--- config.mk ---
export PLATFORM = sky130hd
export DESIGN_NAME = haptic_loop_brake_config
export DESIGN_NICKNAME = d
export VERILOG_FILES = /design/src/common/haptic_pkg.sv /design/src/verilog/haptic_loop_brake_config.sv /design/src/verilog/slope_check.sv
export VERILOG_INCLUDE_DIRS = /design/src /design/src/common
export SDC_FILE = /design/constraint.sdc
export NUM_CORES = 1
export LEC_CHECK = 0
export BUFFER_PORTS_ARGS = -buffer_cell sky130_fd_sc_hd__clkbuf_2
export CORE_MARGIN = 2
export CORE_UTILIZATION = 53
export DETAILED_ROUTE_END_ITERATION = 8
export PLACE_DENSITY = 0.8
export SETUP_SLACK_MARGIN = 0.5
export SLEW_MARGIN = 20
export SYNTH_ARGS = -nofsm -noshare
export SYNTH_HDL_FRONTEND = slang
export SYNTH_HIERARCHICAL = 1
export SYNTH_SLANG_ARGS = --single-unit
export TNS_END_PERCENT = 10
--- constraint.sdc ---
create_clock -name clk -period 3.4 [get_ports clk]
set_clock_uncertainty 0.05 [all_clocks]
set_input_delay 0.51 -clock clk [delete_from_list [all_inputs] [get_ports clk]]
set_output_delay 0.51 -clock clk [all_outputs]
set_load 0.01 [all_outputs]
--- src/common/haptic_cfg.svh ---
`ifndef HAPTIC_CFG_SVH
`define HAPTIC_CFG_SVH

// ----------------------------------------
// register map
// ----------------------------------------
`define CFG_ADDR_W          8
`define ACT_LOOP_CFG_OFF    8'h08

// ----------------------------------------
// field positions of actuator_loop_config
// ----------------------------------------
`define FLD_ACT_TYPE        7
`define FLD_OPEN_LOOP       6
`define FLD_HYBRID          5
`define FLD_OL_AUTOBRAKE    4
`define FLD_STBY_BRAKE      3
`define FLD_SLOPE_CHECK     2
`define FLD_RSVD_HI         1
`define FLD_RSVD_LO         0

// ----------------------------------------
// reset values
// ----------------------------------------
`define ACT_LOOP_CFG_RST    8'h88

// ----------------------------------------
// trigger pin function codes
// ----------------------------------------
`define TRIG_FN_LEVEL_EN    2'h1

// ----------------------------------------
// drive data and slope check
// ----------------------------------------
`define SAMPLE_W_DEF        8
`define SLOPE_THRESH_DEF    32

`endif

--- src/common/haptic_pkg.sv ---
package haptic_pkg;

    // ----------------------------------------
    // playback sequencing states
    // ----------------------------------------
    typedef enum logic [2:0] {
        ST_IDLE,
        ST_PLAY,
        ST_MOTION_CHECK,
        ST_BRAKE,
        ST_STANDBY
    } play_state_t;

endpackage : haptic_pkg

--- src/verilog/haptic_loop_brake_config.sv ---
// Strobed register access was chosen for this implementation.
`timescale 1ns/1ps
`include "haptic_cfg.svh"

module haptic_loop_brake_config
    import haptic_pkg::*;
#(
    parameter int SAMPLE_W     = `SAMPLE_W_DEF,
    parameter int SLOPE_THRESH = `SLOPE_THRESH_DEF
) (
    input  wire logic                       clk,
    input  wire logic                       rst,

    // register port
    input  wire logic [`CFG_ADDR_W-1:0]     reg_addr,
    input  wire logic [7:0]                 reg_wdata,
    input  wire logic                       reg_wr,
    input  wire logic                       reg_rd,
    output logic      [7:0]                 reg_rdata,

    // playback side
    input  wire logic                       play_start,
    input  wire logic                       sample_valid,
    input  wire logic signed [SAMPLE_W-1:0] sample,
    input  wire logic                       idle_timeout,
    input  wire logic                       motion_detect,
    input  wire logic                       brake_done,
    input  wire logic [1:0]                 trigger_pin_function,
    input  wire logic                       trigger_irq_pin,

    // drive control
    output logic                            actuator_type_sel,
    output logic                            closed_loop_drive,
    output logic                            openloop_brake,
    output logic                            standby_brake,
    output logic                            in_standby,
    output logic                            playing
);

    // ----------------------------------------
    // state
    // ----------------------------------------
    typedef struct packed {
        logic [7:0]  cfg;
        logic [7:0]  rdata;
        logic        trig_s1;
        logic        trig_s2;
        logic        trig_d;
        play_state_t st;
        logic        closed;
        logic        ol_brake;
        logic        stby_brake;
        logic        stby;
        logic        play;
    } ctl_state_t;

    ctl_state_t q_r;
    ctl_state_t q_nxt;

    logic step_valid;
    logic step_big;
    logic step_nonpos;

    // ----------------------------------------
    // slope and sign of each new sample
    // ----------------------------------------
    slope_check #(
        .SAMPLE_W     (SAMPLE_W),
        .SLOPE_THRESH (SLOPE_THRESH)
    ) u_slope (
        .clk           (clk),
        .rst           (rst),
        .sample_valid  (sample_valid),
        .sample        (sample),
        .step_valid_r  (step_valid),
        .step_big_r    (step_big),
        .step_nonpos_r (step_nonpos)
    );

    // ----------------------------------------
    // decoded configuration fields
    // ----------------------------------------
    logic open_sel;
    logic hybrid_sel;
    logic ol_autobrake;
    logic stby_brake_en;
    logic slope_en;
    logic cfg_hit;

    // fields act from the cycle after the write lands
    assign open_sel      = q_r.cfg[`FLD_OPEN_LOOP];
    assign hybrid_sel    = q_r.cfg[`FLD_HYBRID];
    assign ol_autobrake  = q_r.cfg[`FLD_OL_AUTOBRAKE];
    assign stby_brake_en = q_r.cfg[`FLD_STBY_BRAKE];
    // slope check only counts inside hybrid loop
    assign slope_en      = hybrid_sel & q_r.cfg[`FLD_SLOPE_CHECK];
    assign cfg_hit       = (reg_addr == `ACT_LOOP_CFG_OFF);

    // ----------------------------------------
    // standby request sources
    // ----------------------------------------
    logic trig_level_mode;
    logic trig_fall;
    logic stby_req;

    // the level enable only counts in function 1; other codes
    // leave the pin to pulse trigger or interrupt logic elsewhere
    assign trig_level_mode = (trigger_pin_function == `TRIG_FN_LEVEL_EN);
    assign trig_fall       = q_r.trig_d & ~q_r.trig_s2;
    assign stby_req        = idle_timeout | (trig_level_mode & trig_fall);

    // ----------------------------------------
    // next-state logic
    // ----------------------------------------
    always_comb begin
        q_nxt = q_r;

        // pin sync, first stage feeds only the second
        q_nxt.trig_s1 = trigger_irq_pin;
        q_nxt.trig_s2 = q_r.trig_s1;
        q_nxt.trig_d  = q_r.trig_s2;

        // register write, all eight bits kept as written
        if (reg_wr && cfg_hit) begin
            q_nxt.cfg = reg_wdata;
        end

        // read data valid in the following cycle only;
        // unmapped addresses and idle cycles read zero
        q_nxt.rdata = 8'h00;
        if (reg_rd && cfg_hit) begin
            q_nxt.rdata = q_r.cfg;
        end

        // loop selection, decided per sample as it arrives
        if (step_valid) begin
            if (open_sel) begin
                // positive data stays open, the rest brakes closed only with ol_autobrake set
                q_nxt.closed   = ol_autobrake & step_nonpos;
                q_nxt.ol_brake = ol_autobrake & step_nonpos;
            end else if (slope_en) begin
                // hybrid with slope check: open unless big step
                q_nxt.closed   = step_big;
                q_nxt.ol_brake = 1'b0;
            end else begin
                // full closed loop, or hybrid without slope check
                q_nxt.closed   = 1'b1;
                q_nxt.ol_brake = 1'b0;
            end
        end

        // changing the loop field with no sample pending moves the drive
        // at once only into closed loop, plain hybrid or open without autobrake
        if (!step_valid && !open_sel && !slope_en) begin
            q_nxt.closed   = 1'b1;
            q_nxt.ol_brake = 1'b0;
        end
        if (!step_valid && open_sel && !ol_autobrake) begin
            q_nxt.closed   = 1'b0;
            q_nxt.ol_brake = 1'b0;
        end

        // playback sequencing into standby
        unique case (q_r.st)
            ST_IDLE: begin
                if (play_start) begin
                    q_nxt.st = ST_PLAY;
                end else if (stby_req) begin
                    q_nxt.st = ST_STANDBY;
                end
            end
            ST_PLAY: begin
                if (stby_req) begin
                    if (stby_brake_en) begin
                        q_nxt.st = ST_MOTION_CHECK;
                    end else begin
                        q_nxt.st = ST_STANDBY;
                    end
                end
            end
            ST_MOTION_CHECK: begin
                // a still actuator needs no brake pulse
                if (motion_detect) begin
                    q_nxt.st = ST_BRAKE;
                end else begin
                    q_nxt.st = ST_STANDBY;
                end
            end
            ST_BRAKE: begin
                // held until the drive loop reports the stop
                if (brake_done) begin
                    q_nxt.st = ST_STANDBY;
                end
            end
            ST_STANDBY: begin
                if (play_start) begin
                    q_nxt.st = ST_PLAY;
                end
            end
        endcase

        // outputs registered from the next state
        q_nxt.stby_brake = (q_nxt.st == ST_BRAKE);
        q_nxt.stby       = (q_nxt.st == ST_STANDBY);
        q_nxt.play       = (q_nxt.st == ST_PLAY);
    end

    // ----------------------------------------
    // state register
    // ----------------------------------------
    always_ff @(posedge clk or posedge rst) begin
        if (rst) begin
            q_r            <= '0;
            q_r.cfg        <= `ACT_LOOP_CFG_RST;
            q_r.st         <= ST_IDLE;
            q_r.closed     <= 1'b1;
        end else begin
            q_r <= q_nxt;
        end
    end

    // ----------------------------------------
    // outputs, all straight from the state register
    // ----------------------------------------
    assign reg_rdata         = q_r.rdata;
    // calibration reads this; host sets it first
    assign actuator_type_sel = q_r.cfg[`FLD_ACT_TYPE];
    assign closed_loop_drive = q_r.closed;
    assign openloop_brake    = q_r.ol_brake;
    assign standby_brake     = q_r.stby_brake;
    assign in_standby        = q_r.stby;
    assign playing           = q_r.play;

endmodule : haptic_loop_brake_config

--- src/verilog/slope_check.sv ---
`timescale 1ns/1ps
`include "haptic_cfg.svh"

module slope_check
    import haptic_pkg::*;
#(
    parameter int SAMPLE_W     = `SAMPLE_W_DEF,
    parameter int SLOPE_THRESH = `SLOPE_THRESH_DEF
) (
    input  wire logic                       clk,
    input  wire logic                       rst,
    input  wire logic                       sample_valid,
    input  wire logic signed [SAMPLE_W-1:0] sample,
    output logic                            step_valid_r,
    output logic                            step_big_r,
    output logic                            step_nonpos_r
);

    // ----------------------------------------
    // state
    // ----------------------------------------
    typedef struct packed {
        logic                       vld;
        logic                       big;
        logic                       nonpos;
        logic signed [SAMPLE_W-1:0] prev;
    } slope_state_t;

    localparam logic [SAMPLE_W:0] THRESH = (SAMPLE_W+1)'(SLOPE_THRESH);

    slope_state_t q_r;
    slope_state_t q_nxt;
    logic signed [SAMPLE_W:0] diff;
    logic        [SAMPLE_W:0] mag;

    // ----------------------------------------
    // step size against the previous sample
    // ----------------------------------------
    // one bit of headroom so full-scale swings cannot wrap
    assign diff = {sample[SAMPLE_W-1], sample} - {q_r.prev[SAMPLE_W-1], q_r.prev};
    assign mag  = diff[SAMPLE_W] ? (SAMPLE_W+1)'(-diff) : diff;

    // big, nonpos and prev update only on a new sample and hold between samples; vld follows sample_valid every cycle
    always_comb begin
        q_nxt     = q_r;
        q_nxt.vld = sample_valid;
        if (sample_valid) begin
            q_nxt.big    = (mag >= THRESH);
            q_nxt.nonpos = (sample <= 0);
            q_nxt.prev   = sample;
        end
    end

    always_ff @(posedge clk or posedge rst) begin
        if (rst) begin
            q_r <= '0;
        end else begin
            q_r <= q_nxt;
        end
    end

    assign step_valid_r  = q_r.vld;
    assign step_big_r    = q_r.big;
    assign step_nonpos_r = q_r.nonpos;

endmodule : slope_check
# ---- Word level (Yosys, flattened, before mapping)
# Cells that the tools add are included.
dict set report op_classes {
  n_addsub 2
  n_lt_le_gt_ge 2
  eq_ne 9
  mux 15
  bitwise 6
  n_reduce_logical 12
}
# operator n
set op_table {}
lappend op_table {{3-bit two-way mux} 7}
lappend op_table {{3-bit one-hot mux with 5 select lines} 1}
lappend op_table {{2-bit two-way mux} 5}
lappend op_table {{3-bit by 2-bit equality test with 1-bit output (second input constant)} 3}
lappend op_table {{9-bit by 6-bit greater-or-equal comparator with 1-bit output (second input constant)} 1}
lappend op_table {{9-bit two-way mux} 1}
lappend op_table {{9-bit negator} 1}
lappend op_table {{8-bit by 8-bit subtractor with 9-bit output} 1}
lappend op_table {{8-bit by 4-bit equality test with 1-bit output (second input constant)} 1}
lappend op_table {{8-bit by 1-bit less-or-equal comparator with 1-bit output (second input constant)} 1}
lappend op_table {{8-bit two-way mux} 1}
lappend op_table {{3-bit by 1-bit equality test with 1-bit output (second input constant)} 2}
lappend op_table {{3-bit equality test (second input constant)} 2}
lappend op_table {{1-bit logical AND} 6}
lappend op_table {{1-bit AND} 4}
lappend op_table {{1-bit zero test} 4}
lappend op_table {{3-bit zero test} 1}
lappend op_table {{3-bit nonzero test} 1}
lappend op_table {{2-bit by 1-bit equality test with 1-bit output (second input constant)} 1}
lappend op_table {{1-bit inverter} 1}
lappend op_table {{1-bit bitwise OR} 1}
dict set report totals {
  reg_bits 38
  wordCells 61
}

# ---- Logic depth before layout (Yosys ltp)
# Gate-level depths: netlist (run 1).
dict set report depth {
  word_depth 8
  depth_mapped 11
  depth_no_buf 11
}

# ---- By module
# Netlist (run 1), hierarchy kept.
# mod n_inst cells_each area_per_inst_um2 seq_area_each_um2
set by_module_without_submodules {}
lappend by_module_without_submodules {haptic_loop_brake_config 1 102 1189.9 679.4}
lappend by_module_without_submodules {slope_check 1 90 818.3 275.3}

# ---- Worst setup path after synthesis (run 1)
# OpenSTA, ideal clock, no wires.
dict set report synth_path {
  kind {input port to flip-flop}
  from {input port sample[0]}
  to {register u_slope.q_r, in the netlist u_slope/step_big_r}
  arrival_time_ps 2528
  required_time_ps 3227
  slack_ps 699
  stages 10
  cell_sequence {inv_1 -> ha_1 -> inv_1 -> fa_1 -> a21o_1 -> a21oi_2 -> xnor2_1 -> or4b_1 -> mux2_2 -> o221a_1}
}
dict set report synth_between {
  elab_chain_cells 4
}
# element line_no
set synth_lines {}
lappend synth_lines {{start, declared} haptic_loop_brake_config.sv:24} ;# input wire logic signed [SAMPLE_W-1:0] sample,
lappend synth_lines {{8-bit by 8-bit subtractor with 9-bit output (*)} slope_check.sv:40} ;# assign diff = {sample[SAMPLE_W-1], sample} - {q_r.prev[SAMPLE_W-1], q_r.prev};
lappend synth_lines {{9-bit negator} slope_check.sv:41} ;# assign mag = diff[SAMPLE_W] ? (SAMPLE_W+1)'(-diff) : diff;
lappend synth_lines {{9-bit two-way mux (*)} slope_check.sv:41}
lappend synth_lines {{9-bit by 6-bit greater-or-equal comparator with 1-bit output (*)} slope_check.sv:48} ;# q_nxt.big = (mag >= THRESH);
lappend synth_lines {{end signal, assigned} slope_check.sv:58} ;# q_r <= q_nxt;
lappend synth_lines {{end, declared} slope_check.sv:31} ;# slope_state_t q_r;
# Mark *: on every way between the ends. The rest lies on a longest branch, timed or not.
# A chain may end at the register's enable or synchronous reset.

# ---- Final worst setup path (run 1)
# Same ends and word-level chain as after synthesis.

==> impl_results.md, run 1 <==
* R2r setup slk at 0.76 ns
* Via density at 5.37
* Placed inst area at 2230 um2
* Fill cell count at 302
* Yosys cell types at 48
* # port buffers at 49
* Family with the most delay on the worst path: compound AO/OA/AOI/OAI gates
* Layout cells sized above 1 at 31.2%
* Pre-CTS setup slack at 0.449 ns
* Wirelength, routed at 3820 um
* Antenna viol nets, final at 0
* Async set-reset flop share out of synthesis at 100%
* First-pass GRT wire length at 6640 um
* Core Region at 3660 um2
* Crit path buffers/inverters at 3
* Layout area overhead at 14.8%
* Antenna Cells at 0
* Crit path time final at 2.66 ns
* Setup CP Type: primary input to flip-flop
* Num CTS Buffers at 5
* Post-Synthesis Cells at 192
* Arr. time, crit path at 2.83 ns
* Seq/Total Area, Yosys at 47.5%
* Post-CTS Resized at 0
* Clock Latency Late Sink at 0.28 ns
* Slowest stage delay, CP at 0.41 ns
* DR vias at 1531
* Initial antenna violation count at 0
* Synth warn at 6
* Largest net degree at the start of global routing at 28
* Design Area, Final at 2310 um2
* Final Slew Violations at 0
* Starting Density at 54.9%
* DIE HEIGHT at 65.6 um
* Congestion Overflow GR at 0
* GRT Resource Usage Total at 20.3%
* Layout Cells excl Fill at 285
* Unrepaired setup endpoints after global routing: false
* Detailed Route Iter0 Violations at 93
* Routed length per instance at 13.4 um
* Placed Cells at 277
* Synthesized area at 2010 um2
* MaxCap Viol Count at 0
* Worst-case reg-to-reg path depth at 9
* Max H-tree Level at 2
* CTS Root Cell: clkbuf_8
* Leading area contributor after synthesis: dfrtp_1
* # rows at 22
* Post-synth EDFFs at 0
* Worst R2R End: u_slope/step_big_r
* Die Wd at 65.6 um
* Simple-gate share of the synthesized area at 18.1%
* Top_reg_cell synth: dfrtp_1
* Setup_tns at 0 ns
* Worst setup SP type: primary input
* Yosys reg bits at 38
* Peak supply drop at 319 uV
* Post-Syn Nets at 238
* Crit-path max FO at 3
* Vias in the first global route at 1471
* Top cell type's share of synthesized area at 43.6%
* Final setup vio count at 0
* Req. time, crit path at 3.58 ns
* R2R Path Start: u_slope/q_r[0]
* Post-synthesis xor/xnor area fraction at 2.62%
* Hold Vio Cnt, Final at 0
* DR DRC count at 0
* Top post-synthesis cells by area: dfrtp_1 (44%), mux2_2 (6.2%), ha_1 (5.6%), dfstp_2 (3.9%), buf_4 (3.4%)
* Min-delay worst type: primary input to asynchronous set/reset pin
* Largest family of logic cells by synthesized area: simple AND/OR/NAND/NOR gates
* Pre-Repair DR Iteration Count at 4
* Die area at 4300 um2
* IO Pins at 50
* PD cells at 485 nW/um2
* Total power at 0.00112 W
* Hold_buf cts at 0
* Setup bufs post-CTS at 0
* Post-synthesis compound-gate area fraction at 11.5%
* Final period util at 78.1%
* CTS tree: yes
* Area share of fa/ha/maj cells after synthesis at 6.60%
* CP Cell Sequence: clkbuf_2 -> inv_1 -> ha_1 -> inv_1 -> fa_1 -> a21o_1 -> a221oi_1 -> mux2_2 -> and3_1 -> o211ai_1 -> o221a_1
* Crit. End Element: flip-flop
* Final worst slack at 0.744 ns
* Slew of the pin with the lowest slew margin at 0.909 ns
* Clk pin slew, worst setup/hold paths at 0.07 ns
* Gpl congestion at 0.930
* Leak Pwr at 1.19 nW
* Worst slew margin at 39.0%
* Status: complete, no violations
* Clock buffer depth at 2
* Max Fclk at 377 MHz
* Post-DP HPWL at 2860 um
* Final net count at 282
* Clk sinks at 38
* Avg Cell Area, Syn at 10.5 um2
* CP max-delay cell: fa_1
* Most used cell, CP: inv_1
* Post-synthesis mux area share at 6.67%
[Yosys cell counts (all sizes together), types with 4 or more instances]
cell type / n
a21oi: 11
and3: 10
buf: 11
dfrtp: 35
ha: 9
inv: 14
mux2: 11
nand2: 16
nand2b: 5
nand3: 4
nor2: 10
o21ai: 12
xor2: 4
[through the flow]
| stage | util (%) | hold slack (ns) |
|---|---|---|
| floorplan | - | 0.281 |
| global placement | 60.8 | 0.283 |
| detailed placement | 60.8 | 0.287 |
| CTS | 63.0 | 0.174 |
| global route | 63.0 | 0.218 |
| finish | 63.0 | 0.165 |
[registers in the layout, summed over array words and instances, names as in the netlist]
name and cells:
actuator_type_sel 1, closed_loop_drive 1, hybrid_sel 1, in_standby 1
ol_autobrake 1, open_sel 1, openloop_brake 1, playing 1
q_nxt 2, q_r 8, reg_rdata 8, standby_brake 1
u_slope/q_r 8, u_slope/step_big_r 1, u_slope/step_nonpos_r 1, u_slope/step_valid_r 1
[final cells by class]
cell class / instances / area [um2] / share of cell area (%)
tap: 48 / 60.1 / 2.60
multi-input combinational: 128 / 913 / 39.6
clock buffer: 8 / 80.1 / 3.47
sequential: 38 / 955 / 41.4
inverter: 14 / 52.6 / 2.28
timing repair buffer: 49 / 245 / 10.6
[worst max path at each step]
stage | start | to | slack, ns | cells past startpoint
finish | sample[0] | u_slope/step_big_r | 0.74 | 11
global route | sample[0] | u_slope/step_big_r | 0.58 | 11
CTS | sample[0] | u_slope/step_big_r | 0.74 | 11
detailed placement | sample[0] | u_slope/step_big_r | 0.45 | 11
global placement | sample[0] | u_slope/step_big_r | 0.53 | 11
floorplan | sample[0] | u_slope/step_big_r | 0.70 | 10
[metal layers]
layer	global-route usage, %	share of wire [%]	up-vias
met5	0	0	-
met4	7.29	1.4	0
met3	4.28	3.5	6
met2	35.5	52	41
met1	24.7	43	731
li1	-	-	753
[placed cells by master (no fill, tap or decap), drive strengths merged, types with 4 or more instances in the layout]
master | synthesis | layout
nand3 | 4 | 4
ha | 9 | 9
clkbuf | 1 | 57
nor2 | 10 | 10
o21ai | 12 | 12
and3 | 10 | 10
inv | 14 | 13
nand2b | 5 | 5
xor2 | 4 | 4
mux2 | 11 | 11
nand2 | 16 | 16
dfrtp | 35 | 35
a21oi | 11 | 11
[power by group]
part / total, W / internal (W) / switching [W]
sequential: 0.000539 / 0.000496 / 0.0000431
combinational: 0.000289 / 0.000135 / 0.000154
clock: 0.000291 / 0.000146 / 0.000146
total: 0.00112 / 0.000777 / 0.000342
[cell families after synthesis]
family	count (synthesis)
and+or+nand+nor	64
AOI/OAI and AO/OA	36
muxes	12
buffers and inverters	26
DFF	38
adders and majority gates	10
xor gates and xnor gates	6
Power figures use the tool's default switching activity.
==> run 2: changes to the inputs <==
--- a/config.mk
+++ b/config.mk
@@ -8,9 +8,9 @@
 export LEC_CHECK = 0
 export BUFFER_PORTS_ARGS = -buffer_cell sky130_fd_sc_hd__clkbuf_2
 export CORE_MARGIN = 2
-export CORE_UTILIZATION = 53
+export CORE_UTILIZATION = 48
 export DETAILED_ROUTE_END_ITERATION = 8
-export PLACE_DENSITY = 0.8
+export PLACE_DENSITY = 0.76
 export SETUP_SLACK_MARGIN = 0.5
 export SLEW_MARGIN = 20
 export SYNTH_ARGS = -nofsm -noshare
==> constraint.sdc (replaced) <==
create_clock -name clk -period 2.4 [get_ports clk]
set_clock_uncertainty 0.05 [all_clocks]
set_input_delay 0.36 -clock clk [delete_from_list [all_inputs] [get_ports clk]]
set_output_delay 0.36 -clock clk [all_outputs]
set_load 0.01 [all_outputs]
==> impl_results.md, run 2 (synthesis gave the netlist of run 1 again) <==
* Core Region at 4000 um2
* P_int at 0.00137 W
* Clk sinks at 38
* Leak Pwr at 1.28 nW
* Min-delay worst type: primary input to asynchronous set/reset pin
* # port buffers at 49
* Clock buffer depth at 2
* Gate power share at 24.0%
* Clock Latency Late Sink at 0.28 ns
* Sw frac at 26.5%
* Num CTS Buffers at 5
* Die Wd at 68.7 um
* Gpl congestion at 0.935
* DIE HEIGHT at 68.7 um
* PD cells at 746 nW/um2
* # rows at 23
* Hold Vio Cnt, Final at 0
* Placed Cells at 291
* Final setup vio count at 1
* Status: finished, violations left
* DR vias at 1533
* Pre-CTS setup slack at -0.273 ns
* CTS tree: yes
* Worst-case reg-to-reg path depth at 9
* Setup CP Type: flip-flop to flip-flop
* Final net count at 294
* Clock power share at 35.0%
* IO Pins at 50
* Unrepaired setup endpoints after global routing: true
* Util after Layout at 62.3%
* FF/Latch Area at 955 um2
* Commonest non-fill, non-tap cells in the layout: clkbuf_2 (49), dfrtp_1 (35), nand2_1 (15)
* Final Slew Violations at 0
* Slew of the pin with the lowest slew margin at 0.458 ns
* Pre-Repair DR Iteration Count at 4
* GRT Resource Usage Total at 18.3%
* R2r setup slk at -0.05 ns
* Vias in the first global route at 1506
* CTS Root Cell: clkbuf_8
* Failing checks: negative setup slack
* Post-DP HPWL at 3060 um
* First-pass GRT wire length at 6390 um
* Final period util at 102%
* Antenna viol nets, final at 0
* Setup bufs post-CTS at 0
* Worst setup SP type: flip-flop
* Most common cell after layout, fill and taps aside: clkbuf_2
* MaxCap Viol Count at 0
* Antenna Cells at 0
* Sequential share of power at 41.0%
* Layout Cells excl Fill at 299
* Peak supply drop at 307 uV
* DR DRC count at 0
* Starting Density at 50.2%
* Clk pin slew, worst setup/hold paths at 0.07 ns
* Layout cells sized above 1 at 38.2%
* Max H-tree Level at 2
* Req. time, crit path at 2.52 ns
* Final worst slack at -0.0500 ns
* Crit. End Element: flip-flop
* Via density at 5.13
* Fill cell count at 334
* Detailed Route Iter0 Violations at 66
* Hold_buf cts at 0
* Initial antenna violation count at 0
* Sw power at 0.000492 W
* Die area at 4720 um2
* Congestion Overflow GR at 0
* Crit path time final at 2.45 ns
* Crit-path max FO at 2
* Worst slew margin at 69.4%
* Arr. time, crit path at 2.57 ns
* Layout area overhead at 24.0%
* Area of the multi-input gates at 941 um2
* Max Fclk at 408 MHz
* Largest net degree at the start of global routing at 28
* Routed length per instance at 12.8 um
* Wirelength, routed at 3830 um
[run 2: power by group through the flow]
stage          clock network, W  logic, W  registers [W]
2_1_floorplan                 0  0.000320       0.000753
3_3_place_gp                  0  0.000427       0.000769
3_5_place_dp                  0  0.000440       0.000774
4_1_cts                0.000672  0.000445       0.000763
5_1_grt                0.000705  0.000502       0.000771
6_report               0.000650  0.000446       0.000763
[run 2: path summary, 6_finish.rpt]
check                           startpoint            endpoint
setup / recovery            u_slope/q_r[0]  u_slope/step_big_r
hold / removal                         rst      u_slope/q_r[0]
setup reg to reg            u_slope/q_r[0]  u_slope/step_big_r
hold reg to reg                   q_nxt[9]            q_nxt[8]
max in group asynchronous              rst             q_r[22]
min in group clk           trigger_irq_pin            q_nxt[9]
[run 2: layer usage]
metal / GRT usage (%) / wire (um)
met1: 21.8 / 1630
met2: 32.1 / 1960
met3: 4.87 / 217
met4: 5.75 / 31
met5: 0 / 0
[run 2: what timing repair did]
| item | CTS | global route |
|---|---|---|
| endpoints found under the setup margin | 1 | 1 |
| resized for setup | 0 | 1 |
| pin swaps | 3 | 0 |
[run 2: worst max-delay path, cell delays in order (launching register included)]
cell and delay [ns]:
dfrtp_1 0.38, ha_4 0.15, inv_2 0.03, fa_2 0.34, a21o_1 0.20, a21oi_2 0.15, xnor2_1 0.09, or4b_1 0.50
mux2_4 0.26, o221a_1 0.20
[run 2: final cells by class]
class                      instances  area share, %
sequential                        38           38.3
multi-input combinational        128           37.8
timing repair buffer              61           13.5
clock buffer                       6           3.31
tap                               50           2.51
clock inverter                     2           2.41
inverter                          14           2.21
[run 2: through the flow]
stage	hold WS (ns)	power, W	instance area [um2]	TNS, ns
4_1_cts	0.0331	0.00188	2480	-0.0474
2_1_floorplan	0.162	0.00107	2030	-0.0984
3_3_place_gp	0.285	0.00120	2340	-0.240
6_report	0.0258	0.00186	2490	-0.0500
3_5_place_dp	0.288	0.00121	2340	-0.273
5_1_grt	0.0887	0.00198	2490	-0.147
